--- config.mk ---
export PLATFORM = sky130hd
export DESIGN_NAME = tbt_top
export DESIGN_NICKNAME = d
export VERILOG_FILES = /design/src/tbt_pkg.sv /design/src/tbt_cfg_if.sv /design/src/tbt_tick.sv /design/src/tbt_top.sv
export SDC_FILE = /design/constraint.sdc
export NUM_CORES = 2
export LEC_CHECK = 0
export ABC_AREA = 0
export BUFFER_PORTS_ARGS = -buffer_cell sky130_fd_sc_hd__buf_2
export CORE_AREA = 2 2 220 243
export CTS_CLUSTER_DIAMETER = 80
export DETAILED_ROUTE_END_ITERATION = 10
export DIE_AREA = 0 0 222 245
export GPL_TIMING_DRIVEN = 1
export PLACE_DENSITY_LB_ADDON = 0.3
export REMOVE_ABC_BUFFERS = 1
export SYNTH_ARGS = -nofsm -noshare
export SYNTH_HDL_FRONTEND = slang
export SYNTH_SLANG_ARGS = --single-unit
--- constraint.sdc ---
create_clock -name CLK -period 11.4 [get_ports CLK]
set_clock_uncertainty 0.15 [all_clocks]
set_input_delay 0 -clock CLK [delete_from_list [all_inputs] [get_ports CLK]]
set_output_delay 0 -clock CLK [all_outputs]
set_load 0.005 [all_outputs]
--- src/tbt_pkg.sv ---
// constants, register layout and helpers for the general-purpose timer bank
package tbt_pkg;

  // register map: one 16-byte block per timer, status word after the blocks
  localparam logic [3:0] CON_OFF = 4'h0;
  localparam logic [3:0] CNT_OFF = 4'h4;
  localparam logic [3:0] PER_OFF = 4'h8;
  localparam logic [7:0] STAT_ADDR = 8'h80;

  // control register field positions
  localparam int ON_BIT = 15;
  localparam int STOP_IN_IDLE_BIT = 13;
  localparam int GATE_BIT = 7;
  localparam int PS_LSB = 4;
  localparam int WIDE_BIT = 3;
  localparam int CS_BIT = 1;

  // writable bits of the control register, odd timers lack the wide bit
  localparam logic [15:0] CON_MASK_EVEN = 16'hA0FA;
  localparam logic [15:0] CON_MASK_ODD = 16'hA0F2;

  // values after reset
  localparam logic [15:0] CON_RST = 16'h0000;
  localparam logic [15:0] CNT_RST = 16'h0000;
  localparam logic [15:0] PER_RST = 16'hFFFF;
  localparam logic [7:0] PRE_RST = 8'h00;

  // terminal count of the prescaler for each select code
  function automatic logic [7:0] prescale_last(input logic [2:0] sel);
    case (sel)
      3'h0: prescale_last = 8'h00;
      3'h1: prescale_last = 8'h01;
      3'h2: prescale_last = 8'h03;
      3'h3: prescale_last = 8'h07;
      3'h4: prescale_last = 8'h0F;
      3'h5: prescale_last = 8'h1F;
      3'h6: prescale_last = 8'h3F;
      default: prescale_last = 8'hFF;
    endcase
  endfunction

  // register hit test for timer t at offset off
  function automatic logic reg_hit(input logic [7:0] addr, input int t, input logic [3:0] off);
    reg_hit = (addr[7] == 1'b0) && (addr[6:4] == t[2:0]) && (addr[3:0] == off);
  endfunction

endpackage

--- src/tbt_cfg_if.sv ---
// effective configuration handed from the register file to one tick generator
`timescale 1ns/1ps
interface tbt_cfg_if;
  logic on;
  logic halt_idle;
  logic gate_en;
  logic clk_src;
  logic [2:0] prescale_select;
  modport ctrl (output on, halt_idle, gate_en, clk_src, prescale_select);
  modport unit (input on, halt_idle, gate_en, clk_src, prescale_select);
endinterface

--- src/tbt_tick.sv ---
// prescaler and gating: turns a clock source into count ticks
`timescale 1ns/1ps
module tbt_tick
  import tbt_pkg::*;
(
  // clock and reset
  input wire logic clk,
  input wire logic rst,
  input wire logic ce,
  // configuration
  tbt_cfg_if.unit cfg,
  // pins and device state
  input wire logic ext_clk,
  input wire logic ext_gate,
  input wire logic dev_idle,
  // result
  output logic tick
);

  logic ext_prev_reg;
  logic [7:0] pre_reg;
  logic [7:0] pre_next;
  logic src_edge;
  logic gate_ok;
  logic run;
  logic at_last;

  assign src_edge = cfg.clk_src ? (ext_clk & ~ext_prev_reg) : 1'b1;
  assign gate_ok = (cfg.gate_en && !cfg.clk_src) ? ext_gate : 1'b1;
  assign run = cfg.on && !(cfg.halt_idle && dev_idle) && gate_ok;
  // a smaller prescale picked mid-count ends the current cycle at once
  assign at_last = (pre_reg >= prescale_last(cfg.prescale_select));
  assign tick = run && src_edge && at_last;
  assign pre_next = !cfg.on ? PRE_RST :
                    (run && src_edge) ? (at_last ? PRE_RST : 8'(pre_reg + 8'h01)) : pre_reg;

  always_ff @(posedge clk or posedge rst) begin
    if (rst) begin
      ext_prev_reg <= 1'b0;
      pre_reg <= PRE_RST;
    end else if (ce) begin
      ext_prev_reg <= ext_clk;
      pre_reg <= pre_next;
    end
  end

endmodule

--- src/tbt_top.sv ---
// bank of general-purpose 16-bit timers with pairwise 32-bit chaining
// Functional notes
// timer counts only while enable bit set
// stop-in-idle bit halts timer during idle
// external source: gate bit ignored, reads zero
// internal source plus gate bit: count while gated
// prescale codes 1,2,4,8,16,32,64,256
// wide bit chains even/odd into 32 bits
// chained pair governed by even control register
// software clears odd stop-idle for idle running
// wide bit exists only on even timers
// upper and unimplemented control bits read zero
// source bit picks peripheral clock or pin edges
// count, clear on period match, raise flag
//
// Implementation choices: the plain strobed port and the address map.
`timescale 1ns/1ps
module tbt_top
  import tbt_pkg::*;
#(
  parameter int NUM_TIMERS = 8
)(
  // clock, reset, enable
  input wire logic CLK,
  input wire logic SYS_RST,
  input wire logic CE,
  // register port
  input wire logic [7:0] ADDR,
  input wire logic [31:0] WR_DATA,
  input wire logic WR_EN,
  input wire logic RD_EN,
  output logic [31:0] RD_DATA,
  // device state and timer pins
  input wire logic DEV_IDLE,
  input wire logic [NUM_TIMERS-1:0] TMR_CLK_IN,
  input wire logic [NUM_TIMERS-1:0] TMR_GATE_IN,
  // period match flags
  output logic [NUM_TIMERS-1:0] MATCH_FLAGS
);

  ////////////////////////////////////////////////////////////////////////////
  logic [15:0] con_reg [NUM_TIMERS];
  logic [15:0] cnt_reg [NUM_TIMERS];
  logic [15:0] per_reg [NUM_TIMERS];
  logic [15:0] con_next [NUM_TIMERS];
  logic [15:0] cnt_next [NUM_TIMERS];
  logic [15:0] per_next [NUM_TIMERS];
  logic [NUM_TIMERS-1:0] flag_reg;
  logic [NUM_TIMERS-1:0] flag_next;
  logic [NUM_TIMERS-1:0] match_set;
  logic [NUM_TIMERS-1:0] tick;
  logic [31:0] rd_data_reg;
  logic [31:0] rd_next;
  logic stat_wr;
  logic stat_sel;
  logic [NUM_TIMERS-1:0] con_sel;
  logic [NUM_TIMERS-1:0] cnt_sel;
  logic [NUM_TIMERS-1:0] per_sel;
  logic [NUM_TIMERS-1:0] con_wr;
  logic [NUM_TIMERS-1:0] cnt_wr;
  logic [NUM_TIMERS-1:0] per_wr;
  logic [NUM_TIMERS/2-1:0] pair_wide;
  logic [15:0] con_view [NUM_TIMERS];

  ////////////////////////////////////////////////////////////////////////////
  // address decode: one select line per register of each timer
  assign stat_sel = (ADDR == STAT_ADDR);
  assign stat_wr = WR_EN && stat_sel;

  genvar d;
  generate
    for (d = 0; d < NUM_TIMERS; d++) begin : g_decode
      assign con_sel[d] = reg_hit(ADDR, d, CON_OFF);
      assign cnt_sel[d] = reg_hit(ADDR, d, CNT_OFF);
      assign per_sel[d] = reg_hit(ADDR, d, PER_OFF);
      assign con_wr[d] = WR_EN && con_sel[d];
      assign cnt_wr[d] = WR_EN && cnt_sel[d];
      assign per_wr[d] = WR_EN && per_sel[d];
      // gate bit is hidden, not cleared, while the pin clock is selected
      assign con_view[d] = {con_reg[d][15:GATE_BIT+1],
                            con_reg[d][GATE_BIT] & ~con_reg[d][CS_BIT],
                            con_reg[d][GATE_BIT-1:0]};
    end
  endgenerate

  // chaining is controlled by the even register of each pair only
  genvar q;
  generate
    for (q = 0; q < NUM_TIMERS / 2; q++) begin : g_pair
      assign pair_wide[q] = con_reg[2*q][WIDE_BIT];
    end
  endgenerate

  ////////////////////////////////////////////////////////////////////////////
  // tick generators with effective configuration
  genvar g;
  generate
    for (g = 0; g < NUM_TIMERS; g++) begin : g_unit
      localparam int E = (g / 2) * 2;
      tbt_cfg_if cfg ();
      wire wide = con_reg[E][WIDE_BIT];
      wire [15:0] src = (wide && (g % 2 == 1)) ? con_reg[E] : con_reg[g];
      assign cfg.on = src[ON_BIT];
      // a chained pair halts in idle if either half asks to stop
      assign cfg.halt_idle = src[STOP_IN_IDLE_BIT] | (wide & con_reg[E+1][STOP_IN_IDLE_BIT]);
      assign cfg.gate_en = src[GATE_BIT];
      assign cfg.clk_src = src[CS_BIT];
      assign cfg.prescale_select = src[PS_LSB+2:PS_LSB];
      tbt_tick u_tick (
        .clk(CLK),
        .rst(SYS_RST),
        .ce(CE),
        .cfg(cfg),
        .ext_clk(wide ? TMR_CLK_IN[E] : TMR_CLK_IN[g]),
        .ext_gate(wide ? TMR_GATE_IN[E] : TMR_GATE_IN[g]),
        .dev_idle(DEV_IDLE),
        .tick(tick[g])
      );
    end
  endgenerate

  ////////////////////////////////////////////////////////////////////////////
  // counters, period match and software writes
  always_comb begin
    logic [31:0] full;
    logic [31:0] full_per;
    full = 32'h0;
    full_per = 32'h0;
    match_set = '0;
    for (int p = 0; p < NUM_TIMERS / 2; p++) begin
      cnt_next[2*p] = cnt_reg[2*p];
      cnt_next[2*p+1] = cnt_reg[2*p+1];
      if (pair_wide[p]) begin
        full = {cnt_reg[2*p+1], cnt_reg[2*p]};
        full_per = {per_reg[2*p+1], per_reg[2*p]};
        if (tick[2*p]) begin
          if (full == full_per) begin
            full = 32'h0;
            match_set[2*p+1] = 1'b1;
          end else begin
            full = 32'(full + 32'h1);
          end
        end
        cnt_next[2*p] = full[15:0];
        cnt_next[2*p+1] = full[31:16];
      end else begin
        for (int k = 2 * p; k < 2 * p + 2; k++) begin
          if (tick[k]) begin
            if (cnt_reg[k] == per_reg[k]) begin
              cnt_next[k] = CNT_RST;
              match_set[k] = 1'b1;
            end else begin
              cnt_next[k] = 16'(cnt_reg[k] + 16'h1);
            end
          end
        end
      end
    end
    for (int t = 0; t < NUM_TIMERS; t++) begin
      con_next[t] = con_reg[t];
      per_next[t] = per_reg[t];
      if (con_wr[t]) begin
        con_next[t] = WR_DATA[15:0] & ((t % 2 == 0) ? CON_MASK_EVEN : CON_MASK_ODD);
      end
      // a software write to a count wins over a tick in the same cycle
      if (cnt_wr[t]) begin
        cnt_next[t] = WR_DATA[15:0];
      end
      if (per_wr[t]) begin
        per_next[t] = WR_DATA[15:0];
      end
    end
  end

  // write-one-to-clear, a new match in the same cycle wins
  assign flag_next = (flag_reg & ~(stat_wr ? WR_DATA[NUM_TIMERS-1:0] : '0)) | match_set;

  ////////////////////////////////////////////////////////////////////////////
  // read path
  always_comb begin
    rd_next = 32'h0;
    if (stat_sel) begin
      rd_next[NUM_TIMERS-1:0] = flag_reg;
    end
    for (int t = 0; t < NUM_TIMERS; t++) begin
      if (con_sel[t]) begin
        rd_next[15:0] = con_view[t];
      end
      if (cnt_sel[t]) begin
        rd_next[15:0] = cnt_reg[t];
      end
      if (per_sel[t]) begin
        rd_next[15:0] = per_reg[t];
      end
    end
    // read data stand one cycle after the strobe and are zero otherwise
    if (!RD_EN) begin
      rd_next = 32'h0;
    end
  end

  ////////////////////////////////////////////////////////////////////////////
  // every register holds while the clock enable is low
  always_ff @(posedge CLK or posedge SYS_RST) begin
    if (SYS_RST) begin
      for (int t = 0; t < NUM_TIMERS; t++) begin
        con_reg[t] <= CON_RST;
        cnt_reg[t] <= CNT_RST;
        per_reg[t] <= PER_RST;
      end
      flag_reg <= '0;
      rd_data_reg <= 32'h0;
    end else if (CE) begin
      con_reg <= con_next;
      cnt_reg <= cnt_next;
      per_reg <= per_next;
      flag_reg <= flag_next;
      rd_data_reg <= rd_next;
    end
  end

  assign RD_DATA = rd_data_reg;
  assign MATCH_FLAGS = flag_reg;

endmodule

Word level (Yosys, flattened, before mapping)
Cells that the tools add are included. W data, S select, Z words.

Bits in registers: 428. Output and inout bits: 40. Word-level logic and storage cells: 526.

Add/subtract/negate cells: 20. $lt $le $gt $ge: 8. Eq/ne operators: 82. Muxes and demuxes: 155. Bitwise operators: 48. Reduce and logical (&&, ||, !) cells: 171.

Operators with widths (count): $mux W16 (53); $pmux W8 S7 (8); $mux W32 (12); $mux W8 (26); $add A16 B1 Y16 const B (8); $add A32 B1 Y32 const B (4); $eq A16 B16 Y1 (8); $eq A32 B32 Y1 (4); $logic_and A1 B1 Y1 (105); $eq A3 B3 Y1 const B (28); $add A8 B1 Y8 const B (8); $ge A8 B8 Y1 (8); $mux W1 (56); $reduce_and A2 Y1 (28); $eq A3 B2 Y1 const B (18); $eq A3 B1 Y1 const B (9); $logic_not A3 Y1 (9); $and A1 B1 Y1 (20); $not A1 Y1 (17); $logic_not A1 Y1 (16); $ne A2 B1 Y1 const B (8); $ne A3 B1 Y1 const B (4); $reduce_and A3 Y1 (4); $reduce_bool A3 Y1 (4); 9 further kinds (19).

Depth between registers and ports, before layout
Word-level depth: 28. Depth in mapped cells: 15. Mapped depth without buffers: 12.

Modules after synthesis
From an unflattened synthesis, not the netlist that was laid out.

Cell total of the unflattened synthesis: 3175. Area total of the unflattened synthesis: 28772.6 um^2.

By module, submodules not included: tbt_top (times used 1, cells each 2439, area each 22396.5 um^2); tbt_tick (times used 8, cells each 92, area each 797.0 um^2).

Worst setup path before layout
OpenSTA, ideal clock, no wires.

Path kind: register -> register. Start point: register con_reg, in the netlist g_unit[0].src[3]. End point: register cnt_reg[100] in the netlist's numbering. Setup time: 156 ps. Arrival: 3220 ps. Slack: 7874 ps. Cell stages (with the launch flop): 15. Buffers on the path: 4. Period minus slack after synthesis: 3526 ps. Path through: dfrtp_1 buf_2 buf_1 clkbuf_1 a21oi_1 or2_2 ha_1 nor2b_1 o21ai_0 a41oi_1 a2111oi_0 o31ai_1 clkbuf_1 o21ai_0 o311ai_0.

Cells in the longest elaborated chain, start to end: 10. Elaborated cells between the ends (all ways): 37. Those cells by class: order compare: 1; eq/ne: 7; mux: 8; bitwise: 4; reduce/logical: 17.

RTL lines: from (decl) (line tbt_top.sv:42) `logic [15:0] con_reg [NUM_TIMERS];`; from (signal assigned) (line tbt_top.sv:214) `con_reg <= con_next;`; parallel branches: the longest is 10 deep, another holds $ge A8 B8 Y1; to (signal assigned) (line tbt_top.sv:215) `cnt_reg <= cnt_next;`; to (decl) (line tbt_top.sv:43) `logic [15:0] cnt_reg [NUM_TIMERS];`.

Parallel ways; which one is timed is not known. A chain may end at the register's enable or synchronous reset.

Final worst setup path
Start point: register con_reg, in the netlist g_unit[4].src[3]. End point: register cnt_reg[33] in the netlist's numbering.

Same word-level chain as after synthesis.

==> results.json <==
{
  "clockRootBuffer": "clkbuf_16",
  "first_pass_iters": 7,
  "start_util": 0.543,
  "async_flop_share": 1.00,
  "grt_pass1_vias": 26087,
  "vias_per_cell": 6.98,
  "layout_setup_ws_ps": 6980,
  "hold_end": "RD_DATA[1]",
  "p_leak_uw": 0.0128,
  "cp_num_buf_inv": 1,
  "fin_nets": 3319,
  "rows": 88,
  "min_path_type": "input port to flop",
  "synth_top_family_by_area": "compound AO/OA/AOI/OAI gates",
  "relSlewSlack": 0.205,
  "critPathKind": "flop to flop",
  "cpMostUsedCell": "nand2b_1",
  "p_per_area_mw_per_mm2": 137,
  "postSynthCellCount": 3216,
  "rsz0062_at_grt": "no",
  "crit_slowest_cell": "dfrtp_1",
  "globalRouteMet1Util": 0.467,
  "setup-violations-final": 0,
  "finalNonFillerCells": 3898,
  "syn_area_sq_mm": 0.0283,
  "ys_types": 97,
  "synth_top_cell_by_area": "dfrtp_1",
  "r2r-start": "g_unit[4].src[3]",
  "cts.sinks": 412,
  "die_x_microns": 222,
  "place_ws_ps": 7160,
  "synthSimpleGateAreaFrac": 0.179,
  "final_layout_size_suffix_gt1_frac": 0.185,
  "critPathTopFamily": "compound AO/OA/AOI/OAI gates",
  "grt_pass1_wl_mm": 157,
  "critPathCaptureType": "flop",
  "crit_fanout": 31,
  "wirelength_mm": 104,
  "clkSlewWorstSetupHoldPaths_ps": 60,
  "hold_start": "ADDR[7]",
  "core_sq_mm": 0.0521,
  "setup_tns_ps": 0,
  "worstHoldPathCells": 5,
  "synth_seq_area_share": 0.370,
  "slew_viol_final": 0,
  "die-area_sq_mm": 0.0544,
  "route.detailed.drc": 0,
  "vias": 27209,
  "first_iter_violations": 3207,
  "synth-compound-area-share": 0.235,
  "synth_flop_cell": "dfrtp_1",
  "hold_violations": 0,
  "worstRegToRegCells": 11,
  "clock_path_buffers": 3,
  "io_pins": 102,
  "cp_cell_sequence": "mux2_2 > nor2_1 > nand2b_1 > ha_1 > nand2b_1 > a2111oi_0 > or4_1 > nand2_1 > a221o_1 > inv_1 > a22o_1",
  "htreeDepth": 2,
  "synth_edf_count": 0,
  "synthMuxAreaShare": 0.0869,
  "required_ps": 11740,
  "cap_violations": 0,
  "die_h_microns": 245,
  "synth_commonest_cells": "o21ai_0 (315), nand2_1 (309), dfrtp_1 (284)",
  "io_buffer_count": 69,
  "synthXorXnorAreaFrac": 0.0430,
  "antenna_found_initial": 4,
  "multiInputGateArea_sq_mm": 0.0165,
  "arrival_ps": 4750,
  "met2_usage": 0.608,
  "cts_inserted_buffers": 49,
  "max_freq_mhz": 226,
  "insertion_delay_ps": 610,
  "fin_crit_sh": 0.388,
  "grt.busiest_layer": "met2",
  "max_stage_delay_ps": 910,
  "grtUsageTotal": 0.377,
  "synth.most_common_cell": "o21ai_0",
  "wl_per_cell_microns": 26.7,
  "status": "completed",
  "use_met3": 0.0794,
  "fin_util": 0.596,
  "dp.cells": 3763,
  "crit_path_start_kind": "flop",
  "dpl.hpwl_mm": 70.6,
  "worst_slew_pin_slew_ps": 1190,
  "routabilityCongestion": 0.992,
  "antenna_left": 0,
  "r2r-end": "cnt_reg[33]",
  "fillers": 4533,
  "worst_ir_drop_vdd_mv": 0.116,
  "yosys_warnings": 0,
  "synth.area.top_cells": "dfrtp_1 (25%), dfstp_2 (12%), mux2_2 (8.2%)",
  "synth_top_cell_area_share": 0.251,
  "cts_tree": "yes",
  "grt_start_max_net_pins": 165,
  "fin_area_sq_mm": 0.0310,
  "fin_crit_ps": 4420,
  "area_growth_pct": 9.57,
  "synth-seq-cells": 412,
  "dpl-instance-area_sq_mm": 0.0288,
  "regArea_sq_mm": 0.0105,
  "reg2reg_slack_ps": 6980,
  "synth_area_per_cell_sq_um": 8.80,
  "synth_fa_ha_area_frac": 0.0354,
  "grt-ovfl-total": 0
}
-- what timing repair did --
item / 4_1_cts / 5_1_grt
hold buffers: 38 / 0
setup buffers: 0 / 0
endpoints found under the hold margin: 274 / 0
resized for setup: 0 / 0
-- worst max-delay path by stage --
stage,start,to,slack [ps],depth (start not counted)
final,g_unit[4].src[3],cnt_reg[33],6980,11
after global routing,g_unit[4].src[3],cnt_reg[39],6780,11
after detailed placement,g_unit[4].src[3],cnt_reg[33],7160,11
after global placement,g_unit[4].src[3],cnt_reg[33],7200,11
after floorplan,SYS_RST,MATCH_FLAGS[0],-3,1
after CTS,g_unit[4].src[3],cnt_reg[33],7130,11
-- routing by layer --
metal	routed length (microns)	vias up
met5	23	-
met4	6720	4
met3	9750	410
met2	47400	1537
met1	40100	13381
li1	-	11877
-- kinds of logic (layout without fill, tap and decap cells) --
kind of cell,after synthesis,after routing
flops,412,412
other cells,1,21
mux,220,220
xor+xnor,139,139
fa+ha+maj,80,80
buf+inv,329,316
compound gates,1012,1012
simple gates,1023,1023
-- layout by cell type (no fill, tap or decap), types with 38 or more instances in the layout --
cell type,count
o21ai_0,313
nand2_1,309
dfrtp_1,284
nor2_1,225
mux2_2,206
a21oi_1,180
dfstp_2,128
nand3_1,106
xor2_1,98
ha_1,80
inv_1,77
buf_2,69
and3_1,56
nor3_1,54
clkbuf_16,51
nand4_1,46
o31ai_1,43
xnor2_1,41
a22oi_1,41
o22ai_1,38
dlygate4sd3_1,38
-- area by class of cell --
class	instances	area share
Tap cell	675	0.0272
Sequential cell	412	0.338
Timing Repair Buffer	145	0.0330
Clock inverter	24	0.0117
Antenna cell	5	0.000403
Inverter	79	0.00980
Clock buffer	68	0.0471
Multi-Input combinational cell	2490	0.533
-- metrics by stage --
step                      hold WS, ps  total power, uW
final                            67.1             4240
after global routing              105             4390
after CTS                        24.1             4230
after detailed placement         83.8             2450
after global placement           82.2             2420
after floorplan                 -65.3             2160
-- report_power, final --
part	internal [uW]	total, uW	leakage (uW)	switching, uW
registers	1570	1780	0.00510	216
clock network	1100	1780	0.000900	684
logic	269	674	0.00684	405
total	2930	4240	0.0128	1310
-- tightest hold or removal path, cell delays in order --
cell	delay, ps
buf_2	230
nand3b_1	240
o21ai_0	160
o21ai_0	80
nand3b_1	80
No activity file was read; power rests on OpenSTA's default activity.
